--- src/hdl/pin_location_selector_map.svh ---
// Register offsets, field positions and reset values of the pin selector.
`ifndef PIN_LOCATION_SELECTOR_MAP_SVH
`define PIN_LOCATION_SELECTOR_MAP_SVH

`define LOGIC_EVENT_PIN_CTRL_OFS 8'h00
`define COMM_PIN_CTRL_OFS        8'h01
`define TIMER_A_PIN_CTRL_OFS     8'h02
`define TIMER_B_PIN_CTRL_OFS     8'h03
`define CTRL_RESET               8'h00
`define PIN_PAIR_RESET           2'h2

`define LOGIC_TABLE1_BIT 5
`define LOGIC_TABLE0_BIT 4
`define EVENT_OUT2_BIT   2
`define EVENT_OUT0_BIT   0
`define TWO_WIRE_BIT     4
`define SERIAL_PERIPH_BIT 2
`define SERIAL_PORT_BIT  0
`define TIMER_A_HI_MSB   5
`define TIMER_A_HI_LSB   3
`define TIMER_A_LO_MSB   2
`define TIMER_A_LO_LSB   0
`define TIMER_B_SECOND_BIT 1
`define TIMER_B_FIRST_BIT  0

`define LOGIC_EVENT_MASK 8'h37
`define COMM_MASK        8'h15
`define TIMER_A_MASK     8'h3F
`define TIMER_B_MASK     8'h03

`endif

--- src/hdl/pin_location_selector_pkg.sv ---
// Types shared by the pin location selector.
package pin_location_selector_pkg;

    typedef enum logic [1:0] {
        RESP_OKAY   = 2'b00,
        RESP_SLVERR = 2'b10
    } axi_resp_t;

    // One routed signal pair: default and alternative pin positions.
    typedef struct packed {
        logic dflt;
        logic alt;
    } pin_pair_t;

    // Output enables for the default and alternative pin of each function.
    typedef struct packed {
        pin_pair_t       logic_table1;
        pin_pair_t       logic_table0;
        pin_pair_t       two_wire;
        pin_pair_t       serial_periph;
        pin_pair_t       serial_port;
        pin_pair_t [5:0] timer_a_wave;
        pin_pair_t       timer_b_second;
        pin_pair_t       timer_b_first;
    } route_sel_t;

endpackage

--- src/hdl/pin_location_selector.sv ---
// Register-controlled pin location selector with an AXI4-Lite slave.
// Operation
// Logic table 1 bit selects alternative pin.
// Logic table 0 bit selects alternative pin.
// Event output bits connect event channels.
// Two-wire bit moves its pins.
// Serial peripheral bit moves its pins.
// Serial port bit moves its pins.
// Timer A outputs 3-5 move only split.
// Timer A outputs 0-2 always move.
// Timer B second bit selects alternative pin.
// Timer B first bit selects alternative pin.
// All controls reset to zero.
// Routing follows register one cycle later.
//
// Chosen here: the AXI4-Lite slave port.
`timescale 1ns/1ps
`include "pin_location_selector_map.svh"

module pin_location_selector #(
    parameter int ADDR_W    = 4,
    parameter int NUM_EVENT = 3,
    parameter int NUM_WAVE  = 6
) (
    input  wire logic                                aclk,
    input  wire logic                                aresetn,
    input  wire logic [ADDR_W-1:0]                   s_axi_awaddr,
    input  wire logic                                s_axi_awvalid,
    output logic                                     s_axi_awready,
    input  wire logic [31:0]                         s_axi_wdata,
    input  wire logic [3:0]                          s_axi_wstrb,
    input  wire logic                                s_axi_wvalid,
    output logic                                     s_axi_wready,
    output pin_location_selector_pkg::axi_resp_t     s_axi_bresp,
    output logic                                     s_axi_bvalid,
    input  wire logic                                s_axi_bready,
    input  wire logic [ADDR_W-1:0]                   s_axi_araddr,
    input  wire logic                                s_axi_arvalid,
    output logic                                     s_axi_arready,
    output logic [31:0]                              s_axi_rdata,
    output pin_location_selector_pkg::axi_resp_t     s_axi_rresp,
    output logic                                     s_axi_rvalid,
    input  wire logic                                s_axi_rready,
    input  wire logic                                timer_a_split_mode,
    input  wire logic [NUM_EVENT-1:0]                event_chan,
    output logic [NUM_EVENT-1:0]                     event_pin_out,
    output logic [NUM_EVENT-1:0]                     event_pin_oe,
    output pin_location_selector_pkg::route_sel_t    route_sel
);
    import pin_location_selector_pkg::*;

    // The register map and the route struct are laid out for these sizes.
    if (ADDR_W != 4) begin : g_addr_check
        $error("pin selector address width must be four");
    end
    if (NUM_EVENT != 3) begin : g_event_check
        $error("pin selector has exactly three event outputs");
    end
    if (NUM_WAVE != 6) begin : g_wave_check
        $error("pin selector has exactly six timer A outputs");
    end

    logic [7:0]  logic_event_q;
    logic [7:0]  comm_q;
    logic [7:0]  timer_a_q;
    logic [7:0]  timer_b_q;
    logic [3:0]  awaddr_q;
    logic        aw_held_q;
    logic [7:0]  wdata_q;
    logic        wstrb0_q;
    logic        w_held_q;
    logic        do_write;
    logic        wr_en;
    logic [7:0]  wr_index;
    logic        wr_hit;
    logic        rd_hit;
    logic [7:0]  rd_byte;
    logic [5:0]  wave_alt;
    axi_resp_t   bresp_q;
    axi_resp_t   rresp_q;
    logic [31:0] rdata_q;
    logic        bvalid_q;
    logic        rvalid_q;
    pin_pair_t   table1_q;
    pin_pair_t   table0_q;
    pin_pair_t   two_wire_q;
    pin_pair_t   periph_q;
    pin_pair_t   port_q;
    logic [11:0] wave_q;
    pin_pair_t   timer_b2_q;
    pin_pair_t   timer_b1_q;

    localparam pin_pair_t PAIR_RESET = pin_pair_t'(`PIN_PAIR_RESET);

    // Address and data may arrive in either order; each is latched alone.
    assign s_axi_awready = !aw_held_q && !bvalid_q;
    assign s_axi_wready  = !w_held_q && !bvalid_q;
    assign do_write      = aw_held_q && w_held_q && !bvalid_q;
    // One read at a time: a new address waits for the last answer.
    assign s_axi_arready = !rvalid_q;
    assign s_axi_bvalid  = bvalid_q;
    assign s_axi_bresp   = bresp_q;
    assign s_axi_rvalid  = rvalid_q;
    assign s_axi_rresp   = rresp_q;
    assign s_axi_rdata   = rdata_q;

    always_ff @(posedge aclk) begin
        if (!aresetn) begin
            aw_held_q <= 1'b0;
            awaddr_q  <= 4'h0;
        end else if (s_axi_awvalid && s_axi_awready) begin
            aw_held_q <= 1'b1;
            awaddr_q  <= s_axi_awaddr;
        end else if (do_write) begin
            aw_held_q <= 1'b0;
        end
    end

    always_ff @(posedge aclk) begin
        if (!aresetn) begin
            w_held_q <= 1'b0;
            wdata_q  <= 8'h00;
            wstrb0_q <= 1'b0;
        end else if (s_axi_wvalid && s_axi_wready) begin
            w_held_q <= 1'b1;
            wdata_q  <= s_axi_wdata[7:0];
            wstrb0_q <= s_axi_wstrb[0];
        end else if (do_write) begin
            w_held_q <= 1'b0;
        end
    end

    assign wr_hit   = awaddr_q[1:0] == 2'h0 && awaddr_q[3:2] <= 2'h3;
    assign wr_index = {4'h0, awaddr_q} >> 2;
    // A refused write must leave every control untouched.
    // Only the low byte lane carries a control, so wstrb[0] gates it.
    assign wr_en    = do_write && wr_hit && wstrb0_q;

    // Reserved bits are masked so they always read back as zero.
    // Control A resets zero.
    always_ff @(posedge aclk) begin
        if (!aresetn) begin
            logic_event_q <= `CTRL_RESET;
        end else if (wr_en && wr_index == `LOGIC_EVENT_PIN_CTRL_OFS) begin
            logic_event_q <= wdata_q & `LOGIC_EVENT_MASK;
        end
    end

    // Control B resets zero.
    always_ff @(posedge aclk) begin
        if (!aresetn) begin
            comm_q <= `CTRL_RESET;
        end else if (wr_en && wr_index == `COMM_PIN_CTRL_OFS) begin
            comm_q <= wdata_q & `COMM_MASK;
        end
    end

    // Control C resets zero.
    always_ff @(posedge aclk) begin
        if (!aresetn) begin
            timer_a_q <= `CTRL_RESET;
        end else if (wr_en && wr_index == `TIMER_A_PIN_CTRL_OFS) begin
            timer_a_q <= wdata_q & `TIMER_A_MASK;
        end
    end

    // Control D resets zero.
    always_ff @(posedge aclk) begin
        if (!aresetn) begin
            timer_b_q <= `CTRL_RESET;
        end else if (wr_en && wr_index == `TIMER_B_PIN_CTRL_OFS) begin
            timer_b_q <= wdata_q & `TIMER_B_MASK;
        end
    end

    always_ff @(posedge aclk) begin
        if (!aresetn) begin
            bvalid_q <= 1'b0;
            bresp_q  <= RESP_OKAY;
        end else if (do_write) begin
            bvalid_q <= 1'b1;
            bresp_q  <= wr_hit ? RESP_OKAY : RESP_SLVERR;
        end else if (s_axi_bready) begin
            bvalid_q <= 1'b0;
        end
    end

    // Misaligned reads answer with an error and zero data.
    assign rd_hit = s_axi_araddr[1:0] == 2'h0;

    always_comb begin
        unique case ({4'h0, s_axi_araddr} >> 2)
            `LOGIC_EVENT_PIN_CTRL_OFS: rd_byte = logic_event_q;
            `COMM_PIN_CTRL_OFS:        rd_byte = comm_q;
            `TIMER_A_PIN_CTRL_OFS:     rd_byte = timer_a_q;
            `TIMER_B_PIN_CTRL_OFS:     rd_byte = timer_b_q;
            default:                   rd_byte = 8'h00;
        endcase
    end

    always_ff @(posedge aclk) begin
        if (!aresetn) begin
            rvalid_q <= 1'b0;
            rdata_q  <= 32'h00000000;
            rresp_q  <= RESP_OKAY;
        end else if (s_axi_arvalid && s_axi_arready) begin
            rvalid_q <= 1'b1;
            rdata_q  <= (rd_hit && s_axi_araddr[3:2] <= 2'h3)
                        ? {24'h000000, rd_byte} : 32'h00000000;
            rresp_q  <= (rd_hit && s_axi_araddr[3:2] <= 2'h3)
                        ? RESP_OKAY : RESP_SLVERR;
        end else if (s_axi_rready) begin
            rvalid_q <= 1'b0;
        end
    end

    // Upper waves split-only.
    assign wave_alt[5:3] = timer_a_split_mode
        ? timer_a_q[`TIMER_A_HI_MSB:`TIMER_A_HI_LSB] : 3'h0;
    // Lower waves always.
    assign wave_alt[2:0] = timer_a_q[`TIMER_A_LO_MSB:`TIMER_A_LO_LSB];

    // Each function drives exactly one of its two pins at any time.
    function automatic pin_pair_t pair_of(input logic use_alt);
        pin_pair_t p;
        p.dflt = !use_alt;
        p.alt  = use_alt;
        return p;
    endfunction

    // Registered selects keep the pin enables free of decode glitches,
    // at the price of one cycle of lag behind a register write.
    // Logic table 1.
    always_ff @(posedge aclk) begin
        if (!aresetn) begin
            table1_q <= PAIR_RESET;
        end else begin
            table1_q <= pair_of(logic_event_q[`LOGIC_TABLE1_BIT]);
        end
    end

    // Logic table 0.
    always_ff @(posedge aclk) begin
        if (!aresetn) begin
            table0_q <= PAIR_RESET;
        end else begin
            table0_q <= pair_of(logic_event_q[`LOGIC_TABLE0_BIT]);
        end
    end

    // Two-wire pins.
    always_ff @(posedge aclk) begin
        if (!aresetn) begin
            two_wire_q <= PAIR_RESET;
        end else begin
            two_wire_q <= pair_of(comm_q[`TWO_WIRE_BIT]);
        end
    end

    // Serial peripheral pins.
    always_ff @(posedge aclk) begin
        if (!aresetn) begin
            periph_q <= PAIR_RESET;
        end else begin
            periph_q <= pair_of(comm_q[`SERIAL_PERIPH_BIT]);
        end
    end

    // Serial port pins.
    always_ff @(posedge aclk) begin
        if (!aresetn) begin
            port_q <= PAIR_RESET;
        end else begin
            port_q <= pair_of(comm_q[`SERIAL_PORT_BIT]);
        end
    end

    // Timer B second.
    always_ff @(posedge aclk) begin
        if (!aresetn) begin
            timer_b2_q <= PAIR_RESET;
        end else begin
            timer_b2_q <= pair_of(timer_b_q[`TIMER_B_SECOND_BIT]);
        end
    end

    // Timer B first.
    always_ff @(posedge aclk) begin
        if (!aresetn) begin
            timer_b1_q <= PAIR_RESET;
        end else begin
            timer_b1_q <= pair_of(timer_b_q[`TIMER_B_FIRST_BIT]);
        end
    end

    // Outputs 3-5 see their bit only in split mode, through wave_alt.
    // One pair per wave.
    for (genvar w = 0; w < NUM_WAVE; w++) begin : g_wave
        pin_pair_t pair_q;
        always_ff @(posedge aclk) begin
            if (!aresetn) begin
                pair_q <= PAIR_RESET;
            end else begin
                pair_q <= pair_of(wave_alt[w]);
            end
        end
        assign wave_q[2*w+1:2*w] = pair_q;
    end

    // Registered routing update.
    assign route_sel = route_sel_t'({table1_q, table0_q, two_wire_q,
        periph_q, port_q, wave_q, timer_b2_q, timer_b1_q});

    // Event outputs gated.
    for (genvar e = 0; e < NUM_EVENT; e++) begin : g_event
        logic out_q;
        logic oe_q;
        always_ff @(posedge aclk) begin
            if (!aresetn) begin
                out_q <= 1'b0;
                oe_q  <= 1'b0;
            end else begin
                // A disabled channel is held low as well as undriven.
                oe_q  <= logic_event_q[`EVENT_OUT0_BIT + e];
                out_q <= event_chan[e] & logic_event_q[`EVENT_OUT0_BIT + e];
            end
        end
        assign event_pin_out[e] = out_q;
        assign event_pin_oe[e]  = oe_q;
    end

endmodule

--- config.mk ---
export PLATFORM = sky130hd
export DESIGN_NAME = pin_location_selector
export DESIGN_NICKNAME = d
export VERILOG_FILES = /design/src/hdl/pin_location_selector_pkg.sv /design/src/hdl/pin_location_selector.sv
export VERILOG_INCLUDE_DIRS = /design/src /design/src/hdl
export SDC_FILE = /design/constraint.sdc
export NUM_CORES = 1
export LEC_CHECK = 0
export BUFFER_PORTS_ARGS = -buffer_cell sky130_fd_sc_hd__buf_2
export CAP_MARGIN = 25
export CORE_UTILIZATION = 45
export CTS_CLUSTER_DIAMETER = 200
export DETAILED_ROUTE_END_ITERATION = 10
export PLACE_DENSITY_LB_ADDON = 0.25
export SYNTH_ARGS = -nofsm -noshare
export SYNTH_HDL_FRONTEND = slang
export SYNTH_SLANG_ARGS = --single-unit
export TNS_END_PERCENT = 20
--- constraint.sdc ---
create_clock -name aclk -period 3.6 [get_ports aclk]
set_clock_uncertainty 0.15 [all_clocks]
set_input_delay 0.18 -clock aclk [delete_from_list [all_inputs] [get_ports aclk]]
set_output_delay 0.18 -clock aclk [all_outputs]
set_load 0.1 [all_outputs]
==> results.sh <==
export IMPL_status="finished, final reports clean"
export IMPL_post_cts_buffers=0
export IMPL_power_density_nw_per_um2=525
export IMPL_die_x_um=80.0
export IMPL_drt_total_wl_um=5180
export IMPL_critPathMaxFanout=16
export IMPL_startpoint_type="register"
export IMPL_io_buffers=70
export IMPL_rr_worst_depth=3
export IMPL_grt_antenna_before_repair=0
export IMPL_worst_pin_slew_ns=0.766
export IMPL_max_freq_mhz=584
export IMPL_root_buffer="clkbuf_8"
export IMPL_ant_nets=0
export IMPL_tritoncts="yes"
export IMPL_final_area_um2=3370
export IMPL_power_leakage_nw=1.46
export IMPL_whs_ns=0.0328
export IMPL_cap_violations=0
export IMPL_cts_hold_buf=19
export IMPL_clk_pin_slew_ns=0.07
export IMPL_clk_latency_ns=0.34
export IMPL_drv_slew=0
export IMPL_grt_pass1_vias=1788
export IMPL_slew_headroom=0.487
export IMPL_holdCritPathClass="input pin to register"
export IMPL_place_area_um2=2970
export IMPL_cp_arrival_ns=1.84
export IMPL_holdPathStages=4
export IMPL_ys_seq_area_frac=0.519
export IMPL_grt_pass1_wl_um=8180
export IMPL_post_place_ws_ns=1.89
export IMPL_via_count=2051
export IMPL_synth_area_per_cell_um2=9.86
export IMPL_drtIter0Drc=47
export IMPL_dieArea_um2=6410
export IMPL_core_area_um2=5890
export IMPL_end_kind="register"
export IMPL_setup_viol=0
export IMPL_required_ns=3.72
export IMPL_gr_usage_all_layers=0.171
export IMPL_r2r_end="comm_q[4]$_SDFFE_PN0P_"
export IMPL_synth_seq_cells=71
export IMPL_r2r_start="s_axi_bvalid$_SDFFE_PN0P_"
export IMPL_diodes=0
export IMPL_syn_area_um2=2740
export IMPL_drc=0
export IMPL_post_drt_wl_per_cell_um=11.8
export IMPL_final_layout_size_suffix_gt1_frac=0.256
export IMPL_h_tree_depth=3
export IMPL_synth_distinct_cells=36
export IMPL_dp_hpwl_um=3490
export IMPL_n_fill_cell=527
export IMPL_period_minus_slack_ns=1.71
export IMPL_grt_max_degree=35
export IMPL_hold_start="s_axi_araddr[1]"
export IMPL_rows=28
export IMPL_die_y_um=80.0
export IMPL_finalSetupTns_ns=0
export IMPL_syn_to_final_growth_pct=22.9
export IMPL_cts_resized=0
export IMPL_grt_overflow=0
export IMPL_total_power_w=0.00177
export IMPL_hold_viol=0
export IMPL_finalWeightedCongestion=0.742
export IMPL_holdPathEnd="s_axi_rdata[5]$_SDFFE_PN0P_"
export IMPL_cts_sinks=71
export IMPL_setup_ws_ns=1.89
export IMPL_initial_core_util=0.466
export IMPL_via_per_inst=4.68
export IMPL_worstSetupPathType="register to register"
export IMPL_worst_ir_drop_vdd_mv=0.272
export IMPL_ys_warn_count=0
export IMPL_rsz0062_at_grt="false"
export IMPL_ios=128
export IMPL_netlist_instances=278
export IMPL_first_pass_iters=4
export IMPL_nets=414
export IMPL_r2r_slack_ns=1.89
export IMPL_cts_made_buffers=9
export IMPL_period_share=0.476
export IMPL_clk_path_buf_depth=2
## where the power goes
group,total (W),internal (W),switching [W]
Combinational,0.000279,0.0000545,0.000225
Sequential,0.000819,0.000799,0.0000198
Clock,0.000672,0.000385,0.000287
## worst max path at each step
stage / to / slack (ns) / startpoint / cells past startpoint
final: comm_q[4]$_SDFFE_PN0P_ / 1.89 / s_axi_bvalid$_SDFFE_PN0P_ / 3
after global routing: comm_q[4]$_SDFFE_PN0P_ / 1.70 / s_axi_bvalid$_SDFFE_PN0P_ / 3
after CTS: logic_event_q[5]$_SDFFE_PN0P_ / 1.86 / s_axi_bvalid$_SDFFE_PN0P_ / 3
after detailed placement: comm_q[4]$_SDFFE_PN0P_ / 1.89 / s_axi_bvalid$_SDFFE_PN0P_ / 3
after global placement: timer_a_q[0]$_SDFFE_PN0P_ / 1.93 / s_axi_bvalid$_SDFFE_PN0P_ / 3
after floorplan: s_axi_awready / 1.07 / s_axi_bvalid$_SDFFE_PN0P_ / 2
## synthesized netlist by cell type
cell type  instances  share of area
o21ai_0            8          0.015
nand2_1            2         0.0027
nor3b_2            1         0.0046
clkinv_1           1         0.0014
nand3_1           18          0.033
nor2b_1            3         0.0069
o2bb2ai_1          2         0.0064
nand3b_1           1         0.0027
or4b_4             1         0.0050
a21oi_1           22          0.040
dfxtp_1           71           0.52
and2_1            13          0.030
and4_1             1         0.0032
and4b_1            2         0.0073
a32o_1             4          0.015
nor3b_1            1         0.0027
or4bb_1            1         0.0041
conb_1             1         0.0014
nor4b_4            1         0.0087
mux2_2             1         0.0041
nor2_1            16          0.022
inv_1             14          0.019
nand2b_1           4         0.0091
and4bb_2           1         0.0046
o21ai_1           10          0.018
nor3_1             4         0.0073
mux4_2             1         0.0082
nand4b_1           2         0.0064
buf_2              2         0.0037
mux2i_1           14          0.051
buf_6              3          0.012
clkbuf_1           9          0.012
and3_1             6          0.014
nor4_1             1         0.0023
nand4_1            2         0.0046
buf_4             34          0.093
## critical path, cell delays in order, from the launching register on
cell	delay, ns
dfxtp_1	0.41
nor4b_4	0.75
nand3_1	0.16
a21oi_1	0.17
## cell families after synthesis
| logic type | after synthesis | synth area share |
|---|---|---|
| multiplexers | 16 | 0.0635 |
| other | 1 | 0.00137 |
| AND/OR/NAND/NOR | 81 | 0.180 |
| flip-flops | 71 | 0.519 |
| buffers and inverters | 63 | 0.142 |
| AO/OA/AOI/OAI | 46 | 0.0941 |
## placed cells by master, fill, tap and decap left out, types with 3 or more instances in the layout
cell type,instances
dfxtp_1,71
o21ai_1,10
nand3_1,18
dlygate4sd3_1,19
and3_1,6
mux2i_1,14
and2_1,13
nand2b_1,4
inv_1,14
nor2b_1,3
conb_1,28
nor3_1,4
o21ai_0,8
a21oi_1,22
a32o_1,4
buf_2,70
clkbuf_8,9
nor2_1,16
## layout make-up
type / instances / area [µm²] / area share
Multi-Input combinational cell: 171 / 1030 / 0.306
Clock buffer: 9 / 124 / 0.0368
Tap cell: 75 / 93.8 / 0.0279
Inverter: 15 / 56.3 / 0.0167
Sequential cell: 71 / 1420 / 0.422
Clock inverter: 6 / 86.3 / 0.0256
Timing Repair Buffer: 91 / 556 / 0.165
## sequential cells by signal (all words and copies together) (netlist names), 2 cells and up
| signal | count |
|---|---|
| comm_q | 3 |
| logic_event_q | 5 |
| timer_b_q | 2 |
| g_event.oe_q | 3 |
| g_event.out_q | 3 |
| route_sel | 26 |
| s_axi_rdata | 6 |
| wdata_q | 6 |
| timer_a_q | 6 |
| awaddr_q | 4 |
## through the flow
stage               utilization  cells
floorplan                     -    305
global placement          0.504    404
detailed placement        0.504    404
CTS                       0.572    438
global route              0.572    438
finish                    0.572    438
## per-layer routing
| metal | share of wire | GRT usage |
|---|---|---|
| met5 | 0 | 0 |
| met4 | 0.017 | 0.0804 |
| met3 | 0.061 | 0.0537 |
| met2 | 0.43 | 0.256 |
| met1 | 0.49 | 0.221 |
Power figures use the tool's default switching activity.
